==> config.mk <==
export PLATFORM = sky130hd
export DESIGN_NAME = phy_ctrl
export DESIGN_NICKNAME = d
export VERILOG_FILES = /design/src/core/phy_ctrl.v
export VERILOG_INCLUDE_DIRS = /design/src /design/src/inc
export SDC_FILE = /design/constraint.sdc
export NUM_CORES = 1
export LEC_CHECK = 0
export BUFFER_PORTS_ARGS = -buffer_cell sky130_fd_sc_hd__buf_2
export CELL_PAD_IN_SITES_DETAIL_PLACEMENT = 2
export CELL_PAD_IN_SITES_GLOBAL_PLACEMENT = 2
export CORE_ASPECT_RATIO = 1.75
export CORE_MARGIN = 5
export CORE_UTILIZATION = 38
export DETAILED_ROUTE_END_ITERATION = 16
export PLACE_DENSITY = 0.79
export SLEW_MARGIN = 20
export SYNTH_ARGS = -nofsm -noshare
export SYNTH_HDL_FRONTEND = slang
export SYNTH_SLANG_ARGS = --single-unit
==> constraint.sdc <==
create_clock -name clk -period 2.7 [get_ports clk]
set_clock_uncertainty 0.1 [all_clocks]
set_input_delay 0.135 -clock clk [delete_from_list [all_inputs] [get_ports clk]]
set_output_delay 0.135 -clock clk [all_outputs]
set_load 0.02 [all_outputs]
==> src/inc/phy_ctrl_consts.vh <==
// Constants for the transceiver mode, indicator and interrupt control block
// Functional notes
// Basic-mode indicator reduction on led bit 5; config-two bit 0 picks variant.
// Low-speed lamp: 10M link; reduced sel0 any link plus activity; sel1 link.
// Three-in-one keeps gigabit link, activity and duplex lamps standard.
// Activity lamp is steadily lit while transmit or receive activity exists.
// Led bits 3 and 4 make idle or CRC errors blink activity faster.
// Exactly one MAC-side interface type is active at a time; the code selects none in isolate, soft reset or speed 11 without RGMII.
// Forced speed 00/01 give MII, 10 gives GMII/RGMII, 11 reserved.
// Negotiated 10/100 gives MII, negotiated 1000 gives GMII/RGMII.
// Straps: select_lo 0 with select_hi 1 first RGMII variant, both 1 second.
// Auxiliary bits 13:12 at 10 or 11 enable RGMII, disabling GMII and MII.
// One strap enables the MAC clock, another picks 25 or 125 MHz.
// MAC clock only after reset and init finish; may stop in soft reset.
// Basic control bit 10 isolates the MAC-side interface.
// 10/100 isolate ignores transmit inputs, floats outputs, keeps management.
// Gigabit isolate floats outputs, powers down, halts medium access.
// Basic control bit 14 loops transmit data to receive, none to media.
// Loopback data passes the coding path before returning to receive.
// Gigabit control 15:13 selects test modes 1..4, 000 normal.
// Test clock, trigger and aux clock need auxiliary bits 6 and 7.
// Reset disables the interrupt and clears flags and enables.
// Interrupt is active low, held until cleared, floated otherwise.
// Enabled flag asserts interrupt; writing one to acknowledge clears it.
`ifndef PHY_CTRL_CONSTS_VH
`define PHY_CTRL_CONSTS_VH
// ==========================================================
// Register addresses (management frame register field)
`define REG_BASIC 5'h00
`define REG_GIGCTL 5'h09
`define REG_AUX 5'h12
`define REG_LED 5'h13
`define REG_FLAGS 5'h14
`define REG_ENABLES 5'h15
`define REG_ACK 5'h17
`define REG_CFG2 5'h1a
// ==========================================================
// Reset values
`define BASIC_RST 16'h1140
`define ZERO16 16'h0000
// ==========================================================
// Field positions
`define BC_SOFTRST 15
`define BC_LOOP 14
`define BC_SPD_LSB 13
`define BC_AN_EN 12
`define BC_PDOWN 11
`define BC_ISOLATE 10
`define BC_SPD_MSB 6
`define LED_IDLE_MOD 3
`define LED_CRC_MOD 4
`define LED_REDUCED 5
`define AUX_TEST_LO 6
`define AUX_TEST_HI 7
`define AUX_RGMII_EN 13
`define AUX_RGMII_VAR 12
`define CFG2_SEL 0
// ==========================================================
// Codes
`define SPD_10 2'h0
`define SPD_100 2'h1
`define SPD_1000 2'h2
`define IF_NONE 2'h0
`define IF_MII 2'h1
`define IF_GMII 2'h2
`define IF_RGMII 2'h3
`define OP_WRITE 2'h1
`define OP_READ 2'h2
// ==========================================================
// Timing counts (clk at 125 MHz, 8 ns)
`define CLK_NS 8
`define INIT_NS 1024
`define INIT_CYCLES (`INIT_NS / `CLK_NS)
`define SOFT_NS 512
`define SOFT_CYCLES (`SOFT_NS / `CLK_NS)
`define ERR_HOLD 16'hffff
`define PREAMBLE_MIN 6'h20
`define SLOW_BIT 23
`define FAST_BIT 21
`define TEST_PAT_LEN 8'hff
`define LOOP_DEPTH 4
`endif

==> src/core/phy_ctrl.v <==
// Mode, indicator, MAC interface select, test and interrupt control
`timescale 1ns/1ns
`include "phy_ctrl_consts.vh"
module phy_ctrl (
	input wire clk,
	input wire srst,
	input wire mdc,
	input wire mdioIn,
	output reg mdioOut,
	output reg mdioOe,
	input wire strapSelLo,
	input wire strapSelHi,
	input wire strapMacClkEn,
	input wire strapMacFreq,
	input wire [4:0] strapPhyAddr,
	input wire linkUp,
	input wire [1:0] anSpeed,
	input wire fullDuplex,
	input wire activity,
	input wire idleErr,
	input wire crcErr,
	input wire [15:0] intSrc,
	input wire [7:0] txd,
	input wire txEn,
	input wire txEr,
	input wire [7:0] pcsRxd,
	input wire pcsRxDv,
	input wire pcsRxEr,
	output reg [7:0] mediaTxd,
	output reg mediaTxEn,
	output reg [7:0] rxd,
	output reg rxDv,
	output reg rxEr,
	output reg macOe,
	output reg [1:0] macIfMode,
	output reg rgmiiVariant,
	output reg powerDown,
	output reg macClkRun,
	output reg macClkFast,
	output reg [2:0] testMode,
	output reg testPatternClock,
	output reg testTrigger,
	output reg testAuxClock,
	output reg testOe,
	output reg lowSpeedLinkLamp,
	output reg gigLinkLamp,
	output reg activityLamp,
	output reg duplexLamp,
	output reg intN,
	output reg intOe
);

// ==========================================================
// Input synchronisers
// Management pins and straps pass two flops before any logic reads them
reg [10:0] syncA_r;
reg [10:0] syncB_r;
always @(posedge clk) begin
	syncA_r <= {mdc, mdioIn, strapSelLo, strapSelHi, strapMacClkEn,
		strapMacFreq, strapPhyAddr};
	syncB_r <= syncA_r;
end
wire mdcS = syncB_r[10];
wire mdioS = syncB_r[9];

// ==========================================================
// Strap capture, one cycle after reset release
reg strapTake_r;
reg [8:0] straps_r;
always @(posedge clk) begin
	if (srst) begin
		strapTake_r <= 1'b1;
		straps_r <= 9'h000;
	end else begin
		strapTake_r <= 1'b0;
		if (strapTake_r)
			straps_r <= syncB_r[8:0];
	end
end
wire sSelLo = straps_r[8];
wire sSelHi = straps_r[7];
wire sClkEn = straps_r[6];
wire sClkFreq = straps_r[5];
wire [4:0] sAddr = straps_r[4:0];

// ==========================================================
// Management serial port
localparam ST_IDLE = 2'h0;
localparam ST_HDR = 2'h1;
localparam ST_TA = 2'h2;
localparam ST_DATA = 2'h3;
reg [1:0] state_r;
reg [5:0] cnt_r;
reg [15:0] shift_r;
reg mdcPrev_r;
reg isRead_r;
reg hit_r;
reg [4:0] regAddr_r;
reg wrStb_r;
reg [15:0] wrData_r;
reg [15:0] rdData;
wire mdcRise = mdcS & ~mdcPrev_r;

// Frame walker: preamble, start, op, addresses, turnaround, data
always @(posedge clk) begin
	if (srst) begin
		state_r <= ST_IDLE;
		cnt_r <= 6'h00;
		shift_r <= `ZERO16;
		mdcPrev_r <= mdcS; // Idle clock level, so no false rise on release
		isRead_r <= 1'b0;
		hit_r <= 1'b0;
		regAddr_r <= 5'h00;
		wrStb_r <= 1'b0;
		wrData_r <= `ZERO16;
		mdioOut <= 1'b0;
		mdioOe <= 1'b0;
	end else begin
		mdcPrev_r <= mdcS;
		wrStb_r <= 1'b0;
		if (mdcRise) begin
			case (state_r)
			ST_IDLE: begin
				mdioOe <= 1'b0;
				if (mdioS) begin
					if (cnt_r != `PREAMBLE_MIN)
						cnt_r <= cnt_r + 6'h01;
				end else begin
					// A zero after a full preamble is the first start bit
					if (cnt_r == `PREAMBLE_MIN)
						state_r <= ST_HDR;
					cnt_r <= 6'h00;
				end
			end
			ST_HDR: begin
				shift_r <= {shift_r[14:0], mdioS};
				cnt_r <= cnt_r + 6'h01;
				if (cnt_r == 6'h0c) begin
					isRead_r <= shift_r[10:9] == `OP_READ;
					hit_r <= shift_r[11] && shift_r[8:4] == sAddr &&
						(shift_r[10:9] == `OP_READ ||
						shift_r[10:9] == `OP_WRITE);
					regAddr_r <= {shift_r[3:0], mdioS};
					state_r <= ST_TA;
					cnt_r <= 6'h00;
				end
			end
			ST_TA: begin
				cnt_r <= cnt_r + 6'h01;
				// Read drives zero in the second turnaround bit
				if (cnt_r == 6'h00 && isRead_r && hit_r) begin
					mdioOe <= 1'b1;
					mdioOut <= 1'b0;
					shift_r <= rdData;
				end
				if (cnt_r == 6'h01) begin
					state_r <= ST_DATA;
					cnt_r <= 6'h00;
					if (isRead_r && hit_r) begin
						mdioOut <= shift_r[15];
						shift_r <= {shift_r[14:0], 1'b0};
					end
				end
			end
			ST_DATA: begin
				cnt_r <= cnt_r + 6'h01;
				if (isRead_r) begin
					mdioOut <= shift_r[15];
					shift_r <= {shift_r[14:0], 1'b0};
				end else begin
					shift_r <= {shift_r[14:0], mdioS};
				end
				if (cnt_r == 6'h0f) begin
					state_r <= ST_IDLE;
					cnt_r <= 6'h00;
					if (!isRead_r && hit_r) begin
						wrStb_r <= 1'b1;
						wrData_r <= {shift_r[14:0], mdioS};
					end
				end
			end
			default: begin
				state_r <= ST_IDLE;
				cnt_r <= 6'h00;
			end
			endcase
		end
	end
end

// ==========================================================
// Register file
reg [15:0] basic_r;
reg [15:0] gigCtl_r;
reg [15:0] aux_r;
reg [15:0] led_r;
reg [15:0] flags_r;
reg [15:0] enables_r;
reg [15:0] cfg2_r;
reg [7:0] softCnt_r;
wire wrBasic = wrStb_r && regAddr_r == `REG_BASIC;
wire wrAck = wrStb_r && regAddr_r == `REG_ACK;
wire softBusy = basic_r[`BC_SOFTRST];

// Control registers; soft reset restores defaults and self-clears
always @(posedge clk) begin
	if (srst || (softBusy && softCnt_r == `SOFT_CYCLES)) begin
		basic_r <= `BASIC_RST;
		gigCtl_r <= `ZERO16;
		aux_r <= `ZERO16;
		led_r <= `ZERO16;
		enables_r <= `ZERO16;
		cfg2_r <= `ZERO16;
		softCnt_r <= 8'h00;
	end else begin
		// Strapped address zero isolates from power-up
		if (strapTake_r)
			basic_r[`BC_ISOLATE] <= syncB_r[4:0] == 5'h00;
		if (softBusy)
			softCnt_r <= softCnt_r + 8'h01;
		if (wrBasic)
			basic_r <= wrData_r;
		if (wrStb_r && regAddr_r == `REG_GIGCTL)
			gigCtl_r <= wrData_r;
		if (wrStb_r && regAddr_r == `REG_AUX)
			aux_r <= wrData_r;
		if (wrStb_r && regAddr_r == `REG_LED)
			led_r <= wrData_r;
		if (wrStb_r && regAddr_r == `REG_ENABLES)
			enables_r <= wrData_r;
		if (wrStb_r && regAddr_r == `REG_CFG2)
			cfg2_r <= wrData_r;
	end
end

// Sticky flags: a new event wins over a same-cycle acknowledge
always @(posedge clk) begin
	if (srst)
		flags_r <= `ZERO16;
	else if (wrAck)
		flags_r <= (flags_r & ~wrData_r) | intSrc;
	else
		flags_r <= flags_r | intSrc;
end

// Read mux; acknowledge register always reads zero (self-clearing)
always @* begin
	case (regAddr_r)
	`REG_BASIC: rdData = basic_r;
	`REG_GIGCTL: rdData = gigCtl_r;
	`REG_AUX: rdData = aux_r;
	`REG_LED: rdData = led_r;
	`REG_FLAGS: rdData = flags_r;
	`REG_ENABLES: rdData = enables_r;
	`REG_CFG2: rdData = cfg2_r;
	default: rdData = `ZERO16;
	endcase
end

// ==========================================================
// MAC interface selection
wire anOn = basic_r[`BC_AN_EN];
wire [1:0] forcedSpd = {basic_r[`BC_SPD_MSB], basic_r[`BC_SPD_LSB]};
wire [1:0] spd = anOn ? anSpeed : forcedSpd;
wire strapRgmii = sSelHi;
wire swRgmii = aux_r[`AUX_RGMII_EN];
wire isolate = basic_r[`BC_ISOLATE];
wire loopOn = basic_r[`BC_LOOP];
wire pdOn = basic_r[`BC_PDOWN] | (isolate && spd == `SPD_1000);
wire [2:0] tmSel = gigCtl_r[15:13];
wire tmValid = tmSel != 3'h0 && tmSel <= 3'h4;
reg [1:0] ifNxt;

// At most one interface type, none in isolate or soft reset, none at speed 11 unless RGMII is on; RGMII masks GMII and MII
always @* begin
	if (isolate || softBusy)
		ifNxt = `IF_NONE;
	else if (strapRgmii || swRgmii)
		ifNxt = `IF_RGMII;
	else if (spd == `SPD_1000)
		ifNxt = `IF_GMII;
	else if (spd == `SPD_10 || spd == `SPD_100)
		ifNxt = `IF_MII;
	else
		ifNxt = `IF_NONE; // reserved speed code
end

// ==========================================================
// Data path with loopback through the coding stages
// Loopback latency models the trip into the media sublayer and back
reg [9:0] loopPipe_r [0:`LOOP_DEPTH-1];
integer i;
wire txTake = ~isolate & ~softBusy & ~pdOn;
always @(posedge clk) begin
	if (srst) begin
		for (i = 0; i < `LOOP_DEPTH; i = i + 1)
			loopPipe_r[i] <= 10'h000;
	end else begin
		loopPipe_r[0] <= txTake ? {txEr, txEn, txd} : 10'h000;
		for (i = 1; i < `LOOP_DEPTH; i = i + 1)
			loopPipe_r[i] <= loopPipe_r[i-1];
	end
end
wire [9:0] loopOut = loopPipe_r[`LOOP_DEPTH-1];

always @(posedge clk) begin
	if (srst) begin
		mediaTxd <= 8'h00;
		mediaTxEn <= 1'b0;
		rxd <= 8'h00;
		rxDv <= 1'b0;
		rxEr <= 1'b0;
		macOe <= 1'b0;
		macIfMode <= `IF_NONE;
		rgmiiVariant <= 1'b0;
		powerDown <= 1'b0;
	end else begin
		// No enable reaches the media in loopback, isolate or test mode; data is zeroed in loopback, isolate, soft reset and power down
		mediaTxEn <= txTake & txEn & ~loopOn & ~tmValid;
		mediaTxd <= txTake & ~loopOn ? txd : 8'h00;
		rxd <= loopOn ? loopOut[7:0] : pcsRxd;
		rxDv <= loopOn ? loopOut[8] : pcsRxDv;
		rxEr <= loopOn ? loopOut[9] : pcsRxEr;
		macOe <= ifNxt != `IF_NONE;
		macIfMode <= ifNxt;
		rgmiiVariant <= swRgmii ? aux_r[`AUX_RGMII_VAR] : sSelLo;
		powerDown <= pdOn;
	end
end

// ==========================================================
// Clock to MAC gating
// Held off until init completes; soft reset stops it for its length
reg [7:0] initCnt_r;
wire initDone = initCnt_r == `INIT_CYCLES;
always @(posedge clk) begin
	if (srst) begin
		initCnt_r <= 8'h00;
		macClkRun <= 1'b0;
		macClkFast <= 1'b0;
	end else begin
		if (!initDone)
			initCnt_r <= initCnt_r + 8'h01;
		macClkRun <= sClkEn & initDone & ~softBusy;
		macClkFast <= sClkFreq;
	end
end

// ==========================================================
// Test mode helpers
reg [7:0] patCnt_r;
wire testEn = tmValid & aux_r[`AUX_TEST_LO] & aux_r[`AUX_TEST_HI];
always @(posedge clk) begin
	if (srst || !testEn) begin
		patCnt_r <= 8'h00;
		testMode <= 3'h0;
		testPatternClock <= 1'b0;
		testTrigger <= 1'b0;
		testAuxClock <= 1'b0;
		testOe <= 1'b0;
	end else begin
		patCnt_r <= patCnt_r == `TEST_PAT_LEN ? 8'h00 : patCnt_r + 8'h01;
		testMode <= tmSel;
		testPatternClock <= patCnt_r[0];
		testAuxClock <= patCnt_r[1];
		testTrigger <= patCnt_r == 8'h00;
		testOe <= 1'b1;
	end
end

// ==========================================================
// Indicator lamps
reg [23:0] blink_r;
reg [15:0] errHold_r;
wire errHit = (led_r[`LED_IDLE_MOD] & idleErr & (spd == `SPD_1000)) |
	(led_r[`LED_CRC_MOD] & crcErr);
wire reduced = led_r[`LED_REDUCED];
wire fourInOne = ~cfg2_r[`CFG2_SEL];
reg lowNxt;
always @* begin
	if (!reduced)
		lowNxt = linkUp && spd == `SPD_10;
	else if (fourInOne)
		lowNxt = linkUp & ~(activity & blink_r[`SLOW_BIT]);
	else
		lowNxt = linkUp;
end
always @(posedge clk) begin
	if (srst) begin
		blink_r <= 24'h000000;
		errHold_r <= 16'h0000;
		lowSpeedLinkLamp <= 1'b0;
		gigLinkLamp <= 1'b0;
		activityLamp <= 1'b0;
		duplexLamp <= 1'b0;
	end else begin
		blink_r <= blink_r + 24'h000001;
		if (errHit)
			errHold_r <= `ERR_HOLD;
		else if (errHold_r != 16'h0000)
			errHold_r <= errHold_r - 16'h0001;
		lowSpeedLinkLamp <= lowNxt;
		gigLinkLamp <= linkUp && spd == `SPD_1000;
		duplexLamp <= linkUp & fullDuplex;
		// Error blink overrides the steady activity light
		if (errHold_r != 16'h0000)
			activityLamp <= blink_r[`FAST_BIT];
		else
			activityLamp <= activity;
	end
end

// ==========================================================
// Interrupt pin: driven low only while an enabled flag is set
always @(posedge clk) begin
	if (srst) begin
		intN <= 1'b1;
		intOe <= 1'b0;
	end else begin
		intN <= ~|(flags_r & enables_r);
		intOe <= |(flags_r & enables_r);
	end
end

endmodule // phy_ctrl

### Yosys cells after proc, flatten, opt, wreduce, memory -nomap -nowiden

Memories as Yosys holds them, arrays and structs flattened.
Cells that the tools add are included.

* bits of input ports: 56
* RAM bits: 40
* memory bits (read-only): 0
* register bits after elaboration: 298
* memories kept: 1
* bits in latches: 0
* output and inout port bits: 41

* magnitude comparators: 1
* $add $sub $neg: 6
* bitwise gates (word level): 39
* reduce and logical (&&, ||, !) cells: 52
* multipliers: 0
* div/mod/pow operators: 0
* multiplexer cells: 52
* shift-type cells: 0
* eq/ne operators: 31

Memory list
* loopPipe_r: depth 4, width 10, rd ports 4, clocked after Yosys merged registers in 0, wr ports 4, RTL line phy_ctrl.v:291 `` reg [9:0] loopPipe_r [0:`LOOP_DEPTH-1]; ``

Operators with widths (count)
* $pmux 16 s7: 1
* $mux 16: 6
* $mux 10: 5
* $pmux 16 s3: 1
* $and 16x16->16: 2
* $or 16x16->16: 2
* $eq 5x5->1 const B: 6
* $mux 6: 5
* $add 24x1->24 const B: 1
* $add 8x1->8 const B: 3
* $pmux 6 s4: 1
* $mux 1: 19
* $logic_and 1x1->1: 18
* $mux 2: 9
* $and 1x1->1: 17
* $eq 8x8->1 const B: 2
* $not 16->16: 1
* $reduce_bool 16->1: 1
* $reduce_or 16->1: 1
* $sub 16x1->16 const B: 1
* $ne 2x2->1 const B: 7
* $eq 6x4->1 const B: 2
* $mux 11: 1
* $not 1->1: 11
* other kinds (29): 58

### Longest topological paths before layout

Gate-level depths: netlist of run 1.

* depth after elaboration: 9
* depth in mapped cells: 10
* gate-level depth less buffers: 7

### Worst setup path before layout of run 1

Ideal clock, no wire load.

* path kind: register to register
* start point: reg state_r[0]
* end point: reg state_r[1]
* stages on the path, launching flop included: 9
* setup slack: 617 ps
* library setup time: 128 ps
* buffers on the path: 1
* data arrival time: 1856 ps
* cells stage by stage: dfxtp_1 > inv_1 > ha_1 > clkbuf_1 > nor3b_1 > a41oi_1 > a2111oi_2 > mux2i_1 > nor2_1

* cells in the longest elaborated chain, start to end: 3
* elaborated cells between the ends (all ways): 11
* classes of those cells: eq/ne: 8; mux: 1; reduce/logical: 2

Ends and longest elaborated chain
* start: declaration: RTL line phy_ctrl.v:92 `reg [1:0] state_r;`
* start signal: assignment: RTL line phy_ctrl.v:107 `state_r <= ST_IDLE;`
* start signal: assignment: RTL line phy_ctrl.v:131 `state_r <= ST_HDR;`
* start signal: assignment: RTL line phy_ctrl.v:144 `state_r <= ST_TA;`
* $eq 2x2->1 (tied with other cells): RTL line phy_ctrl.v:122 `case (state_r)`
* $ne 2x2->1 (no line)
* $reduce_and 6->1 (no line)

Parallel ways exist; a longest one is shown, timed or not.
A chain may end at the register's enable or synchronous reset.

### Worst setup path in the final report of run 1

* start point: reg regAddr_r[3]
* end point: reg flags_r[11]

* cells in the longest elaborated chain, start to end: 3

Ends and longest elaborated chain
* start: declaration: RTL line phy_ctrl.v:98 `reg [4:0] regAddr_r;`
* start signal: assignment: RTL line phy_ctrl.v:143 `regAddr_r <= {shift_r[3:0], mdioS};`
* $eq 5x5->1 (no line)
* $logic_and 1x1->1 (no line)
* $mux 16: RTL line phy_ctrl.v:240 `else if (wrAck)`
* end signal: assignment: RTL line phy_ctrl.v:239 `` flags_r <= `ZERO16; ``
* end signal: assignment: RTL line phy_ctrl.v:241 `flags_r <= (flags_r & ~wrData_r) | intSrc;`
* end signal: assignment: RTL line phy_ctrl.v:243 `flags_r <= flags_r | intSrc;`
* end: declaration: RTL line phy_ctrl.v:197 `reg [15:0] flags_r;`

No other way between the ends.

==> impl_metrics.ini, run 1 <==
[synth]
synth_top_family_by_area = simple AND/OR/NAND/NOR gates
synthXorXnorAreaFrac_pct = 3.46
syn_nets = 1526
postSynthAreaPerCell_um2 = 9.22
synth_compound_area_share_pct = 12.5
ys_seq_area_share_pct = 50.5
syn_area_mm2 = 0.0134
synth-main-ff-cell = dfxtp_1
yosys_warnings = 0
synth_seq_cells = 338
synth_cell_types = 71
synth_fa_ha_area_share_pct = 1.49
synth_edf_count = 0
ys_async_sr_fraction_pct = 0
synth_cells = 1454
synth-simple-area-share_pct = 22.1
synth_mux_area_share_pct = 6.05

[hold_path]
hold_start = idleErr
min_to = errHold_r[9]
holdPathStages = 4
hold_class = input pin to register

[route]
viasPerCell = 5.65
drtPass1Iterations = 5
routedWlPerCell_um = 24.9
vias = 11800
drcViolationCount = 0
drtIter0Drc = 541
detail-route-antenna-nets = 0
wl_mm = 52.1

[setup_path]
crit_fanout = 16
startpoint_type = register
endpoint_kind = register
cpMaxStageDelayCell = dlygate4sd3_1
worstSetupPathType = register to register
r2r-end = flags_r[11]
required_ns = 3.03
path_cells = nand2b_1 > nor3_2 > buf_4 > nand2_1 > a21oi_1 > nor2_1 > dlygate4sd3_1
crit-reg2reg-launch = regAddr_r[3]
ff2ff_setup_slack_ns = 0.25
critPathArrivalTime_ns = 2.78
max_stage_delay_ns = 0.57
reg2reg_depth = 7

[finish]
layout_commonest_cell = dfxtp_1
n_antenna_cell = 0
nFillCells = 3741
nets = 1672
syn_to_final_growth_pct = 21.5
drive_gt1_share_pct = 14.3
layout_common_cells = 336 x dfxtp_1, 196 x nand2_1, 160 x nor2_1

[floorplan]
num_rows = 91
io_pins = 97
initial_utilization_pct = 38.2
coreArea_mm2 = 0.0351
die_x_um = 152
die_y_um = 258
die-area_mm2 = 0.0393

[power_and_ir_drop]
intPower_mw = 8.72
p_clk_share_pct = 43.8
power.density_mw_per_mm2 = 726
seq_power_share_pct = 45.4
combinationalPowerShare_pct = 10.7
p_leak_nw = 6.22
vdd_drop_max_uv = 410
switching_share_pct = 26.3
p_switching_mw = 3.10

[global_route]
grt_pass1_vias = 13200
grt_max_degree = 72
gr-total-overflow = 0
grt_first_pass_wirelength_mm = 80.4
grt_usage_pct = 26.1
antenna_found_initial = 1

[sta]
fin_ws_ns = 0.247
slew_viol_final = 0
rsz0062_at_grt = no
max_freq_ghz = 0.408
min_period_over_period_pct = 90.9
min_period_ns = 2.45
timing.slew.headroom_pct = 44.2
setup_viol = 0
worst_pin_slew_ns = 0.835
setup-tns-final_ns = 0
hold_viol_final = 0

[clocking]
clock_path_buffers = 3
cts_tree = built
cts_setup_buffers = 0
clk_pin_slew_worst_paths_ns = 0.07
clockRootBuffer = clkbuf_16
numCtsBuffers = 35
cts.sinks = 338
h-tree-depth = 2
clkLatencyLatePin_ns = 0.57

[placed_design]
io_buffers = 96
dp_slack_ns = 0.325
dp_hpwl_mm = 31.5
place.gp.congestion = 0.818

[run_status]
status = complete, no violations

[job]
drv_cap = 0
cells in the mapped netlist (all sizes together) (5+ instances only):
master	count	area, um^2
nand2	196	736
mux2i	81	811
nor2	162	618
or4	6	52.6
a22oi	21	158
xnor2	21	184
ha	16	200
nand3	53	265
a221oi	16	140
buf	44	257
dfxtp	338	6770
nor3	17	106
o221ai	15	131
or3	8	55.1
and2	24	150
nor4	9	98.8
a21oi	122	611
nor2b	38	238
nor3b	5	48.8
o21ai	16	80.1
a31oi	19	169
xor2	32	280
inv	20	75.1
nand2b	6	37.5
clkbuf	53	199
a22o	17	149
and3	35	219
nand4	16	100
nand3b	6	45.0
cells by family after synthesis:
group           after synthesis
fa+ha+maj                    16
mux                          81
flops                       338
compound gates              250
simple gates                599
buf+inv                     117
xor+xnor                     53
worst max-delay path: cells and delay by family, from the launching register on:
family	cells	cell delay, ns
buffers and inverters	2	0.87
flip-flops	1	0.49
AO/OA/AOI/OAI	1	0.16
AND/OR/NAND/NOR	4	0.69
state kept, by name (all words and copies together), names as in the netlist, 6 cells and up:
register    flops
loopPipe_r     40
blink_r        24
aux_r          16
basic_r        16
cfg2_r         16
enables_r      16
errHold_r      16
flags_r        16
gigCtl_r       16
led_r          16
shift_r        16
wrData_r       16
syncA_r        11
syncB_r        11
straps_r        9
initCnt_r       8
mediaTxd        8
patCnt_r        8
rxd             8
softCnt_r       8
cnt_r           6
stage by stage:
stage	util (%)	total power [mW]	area (um^2)	hold slack (ns)	cells
2_1_floorplan	-	6.22	13400	0.0627	1454
3_3_place_gp	41.3	6.56	14500	0.139	1965
3_5_place_dp	41.3	6.64	14500	0.139	1965
4_1_cts	46.4	11.8	16300	0.0362	2088
5_1_grt	46.5	12.2	16300	0.0941	2088
6_report	46.5	11.8	16300	0.0521	2088
layout make-up:
class	count	area, um^2	area share (%)
Clock buffer	50	1020	6.27
Clock inverter	10	168	1.03
Inverter	20	75.1	0.461
Multi-Input combinational cell	999	6120	37.6
Sequential cell	338	6770	41.6
Tap cell	465	582	3.57
Timing Repair Buffer	206	1550	9.54
what timing repair did:
item,in CTS,in global routing
hold buffers,63,0
endpoints found under the hold margin,76,0
resized for setup,0,2
setup endpoints to repair,0,9
power by group through the flow:
stage	registers (mW)	clock network [mW]	logic, mW
CTS	5.36	5.20	1.26
finish	5.37	5.18	1.27
floorplan	5.44	0	0.789
global placement	5.46	0	1.11
detailed placement	5.47	0	1.17
global route	5.39	5.46	1.39
layer usage:
layer / up-vias / part of all wire [%] / track usage [%]
met3: 149 / 3.2 / 3.27
met5: - / 0.038 / 0
met1: 6036 / 36 / 26.4
met2: 296 / 55 / 51.2
li1: 5305 / - / -
met4: 2 / 5.6 / 13.8
worst max-delay path by stage:
stage	endpoint	slack (ns)	startpoint
global route	flags_r[11]	0.1	regAddr_r[3]
detailed placement	state_r[0]	0.33	state_r[0]
global placement	led_r[15]	0.46	regAddr_r[0]
floorplan	state_r[1]	0.62	state_r[0]
finish	flags_r[11]	0.25	regAddr_r[3]
CTS	flags_r[6]	0.07	regAddr_r[0]
No activity file was read; power rests on OpenSTA's default activity.
==> run 2, diff against run 1 <==
- CELL_PAD_IN_SITES_DETAIL_PLACEMENT: 2 -> not set
- CELL_PAD_IN_SITES_GLOBAL_PLACEMENT: 2 -> not set
- CORE_UTILIZATION: 38 -> 49
- CTS_CLUSTER_SIZE: not set -> 16
- PLACE_DENSITY: 0.79 -> 0.67
==> run 2 against run 1 <==
Compared with the run above:
- final cell count decreased by 4.9%
- global-route usage is 3.6 points lower
- combinational power is 9% lower
- power decreased by 6.1%
- via count shrank 8.4%
- wire length shrank 33%
- register-to-register slack hardly changed
- final area is 1.9% lower
- critical path type unchanged
- core utilization grew 12 points
==> impl_metrics.ini, run 2 (synthesized netlist as in run 1, its figures left out) <==
[run_status]
status = complete, no violations

[sta]
hold_viol_final = 0
rsz0062_at_grt = no
timing.slew.headroom_pct = 41.6
min_period_ns = 2.46
max_freq_ghz = 0.406
worst_pin_slew_ns = 0.869
setup_viol = 0
min_period_over_period_pct = 91.2
setup-tns-final_ns = 0
slew_viol_final = 0

[route]
drcViolationCount = 0
vias = 10800
drtPass1Iterations = 5
detail-route-antenna-nets = 0
wl_mm = 34.9
drtIter0Drc = 678
viasPerCell = 5.44
routedWlPerCell_um = 17.6

[power_and_ir_drop]
power.density_mw_per_mm2 = 695
power_mw = 11.1
vdd_drop_max_uv = 540
p_leak_nw = 6.13

[hold_path]
hold_class = input pin to register
hold_start = strapMacClkEn
holdPathStages = 2
min_to = syncA_r[6]

[setup_path]
critPathArrivalTime_ns = 2.80
ff2ff_setup_slack_ns = 0.24
startpoint_type = register
cpMaxStageDelayCell = a2111oi_2
r2r-end = state_r[1]
max_stage_delay_ns = 0.52
required_ns = 3.04
crit_fanout = 8
endpoint_kind = register
crit-reg2reg-launch = state_r[0]
path_cells = inv_1 > ha_1 > nor3b_1 > a41oi_1 > a2111oi_2 > mux2i_1 > nor2_1
worstSetupPathType = register to register
reg2reg_depth = 7

[finish]
n_antenna_cell = 0
design_area_mm2 = 0.0160
layout_common_cells = 338 x dfxtp_1, 196 x nand2_1, 160 x nor2_1
reg_top3 = loopPipe_r: 40 flops, blink_r: 24 flops
syn_to_final_growth_pct = 19.2
layout_commonest_cell = dfxtp_1
nets = 1664
largest-register = loopPipe_r
drive_gt1_share_pct = 14.0
largest_reg_flops = 40

[floorplan]
die_y_um = 229
num_rows = 80
io_pins = 97
initial_utilization_pct = 49.4
die_x_um = 135
coreArea_mm2 = 0.0271
die-area_mm2 = 0.0309

[placed_design]
post_dp_cell_area_mm2 = 0.0142
io_buffers = 96
place.gp.congestion = 0.916
dp_hpwl_mm = 23.7

[clocking]
cts_resized = 0
numCtsBuffers = 30
clockRootBuffer = clkbuf_16
clk_pin_slew_worst_paths_ns = 0.07
clock_path_buffers = 3
cts.sinks = 338
h-tree-depth = 1
clkLatencyLatePin_ns = 0.57
cts_tree = built

[global_route]
antenna_found_initial = 0
grt_pass1_vias = 11000
grt_max_degree = 79
grt_first_pass_wirelength_mm = 56.7
gr-total-overflow = 0
grt_usage_pct = 22.5

[job]
drv_cap = 0
==> run 2: cell count changes in the layout (fill, tap and decap cells not counted), moves of 3 or more <==
cell        before  now
clkinv_2         2    8
clkinvlp_4       2    5
clkbuf_8         9    6
clkbuf_16       35   30
clkbuf_1         6    1
buf_12           7    2
==> run 2: power by group <==
group / internal (mW) / switching (mW) / total, mW
logic: 0.561 / 0.585 / 1.15
registers: 5.18 / 0.161 / 5.34
clock network: 2.69 / 1.92 / 4.61
total: 8.43 / 2.67 / 11.1
==> run 2: critical path: cells and delay by family (launching register included) <==
kind | cells | cell delay (ns)
muxes | 1 | 0.28
and+or+nand+nor | 2 | 0.53
AOI/OAI and AO/OA | 2 | 0.63
DFF | 1 | 0.39
buffers and inverters | 1 | 0.09
adders and majority gates | 1 | 0.31
==> run 2: final cells by class <==
type                       count  area [um^2]
clock inverter                19          244
timing repair buffer         203         1470
tap                          369          462
sequential                   338         6770
fill                        2346        11100
multi-input combinational    999         6120
clock buffer                  37          837
inverter                      20         75.1
==> run 2: how the worst max path moves through the flow <==
stage	endpoint	startpoint
after global placement	state_r[1]	state_r[0]
final	state_r[1]	state_r[0]
after global routing	state_r[1]	state_r[0]
after CTS	state_r[1]	state_r[0]
after detailed placement	state_r[0]	state_r[0]
after floorplan	state_r[1]	state_r[0]
==> run 2: metal layers <==
metal / vias to the layer above / global-route usage [%] / part of all wire [%]
met3: 106 / 2.60 / 4.4
li1: 5296 / - / -
met5: - / 0 / 0
met2: 288 / 41.2 / 52
met1: 5113 / 25.6 / 39
met4: 0 / 10.8 / 4.9
==> run 2: through the flow <==
stage | hold WS, ns | instances | setup WS (ns) | util, %
floorplan | 0.0627 | 1454 | 0.617 | -
global placement | 0.139 | 1864 | 0.539 | 52.5
detailed placement | 0.139 | 1864 | 0.328 | 52.5
CTS | 0.0639 | 1985 | 0.243 | 58.9
global route | 0.0875 | 1985 | 0.0361 | 58.9
finish | 0.0945 | 1985 | 0.237 | 58.9
==> run 2: timing repair <==
action,CTS,global route
hold buffers,65,0
buffers inserted,0,0
endpoints found under the hold margin,81,0
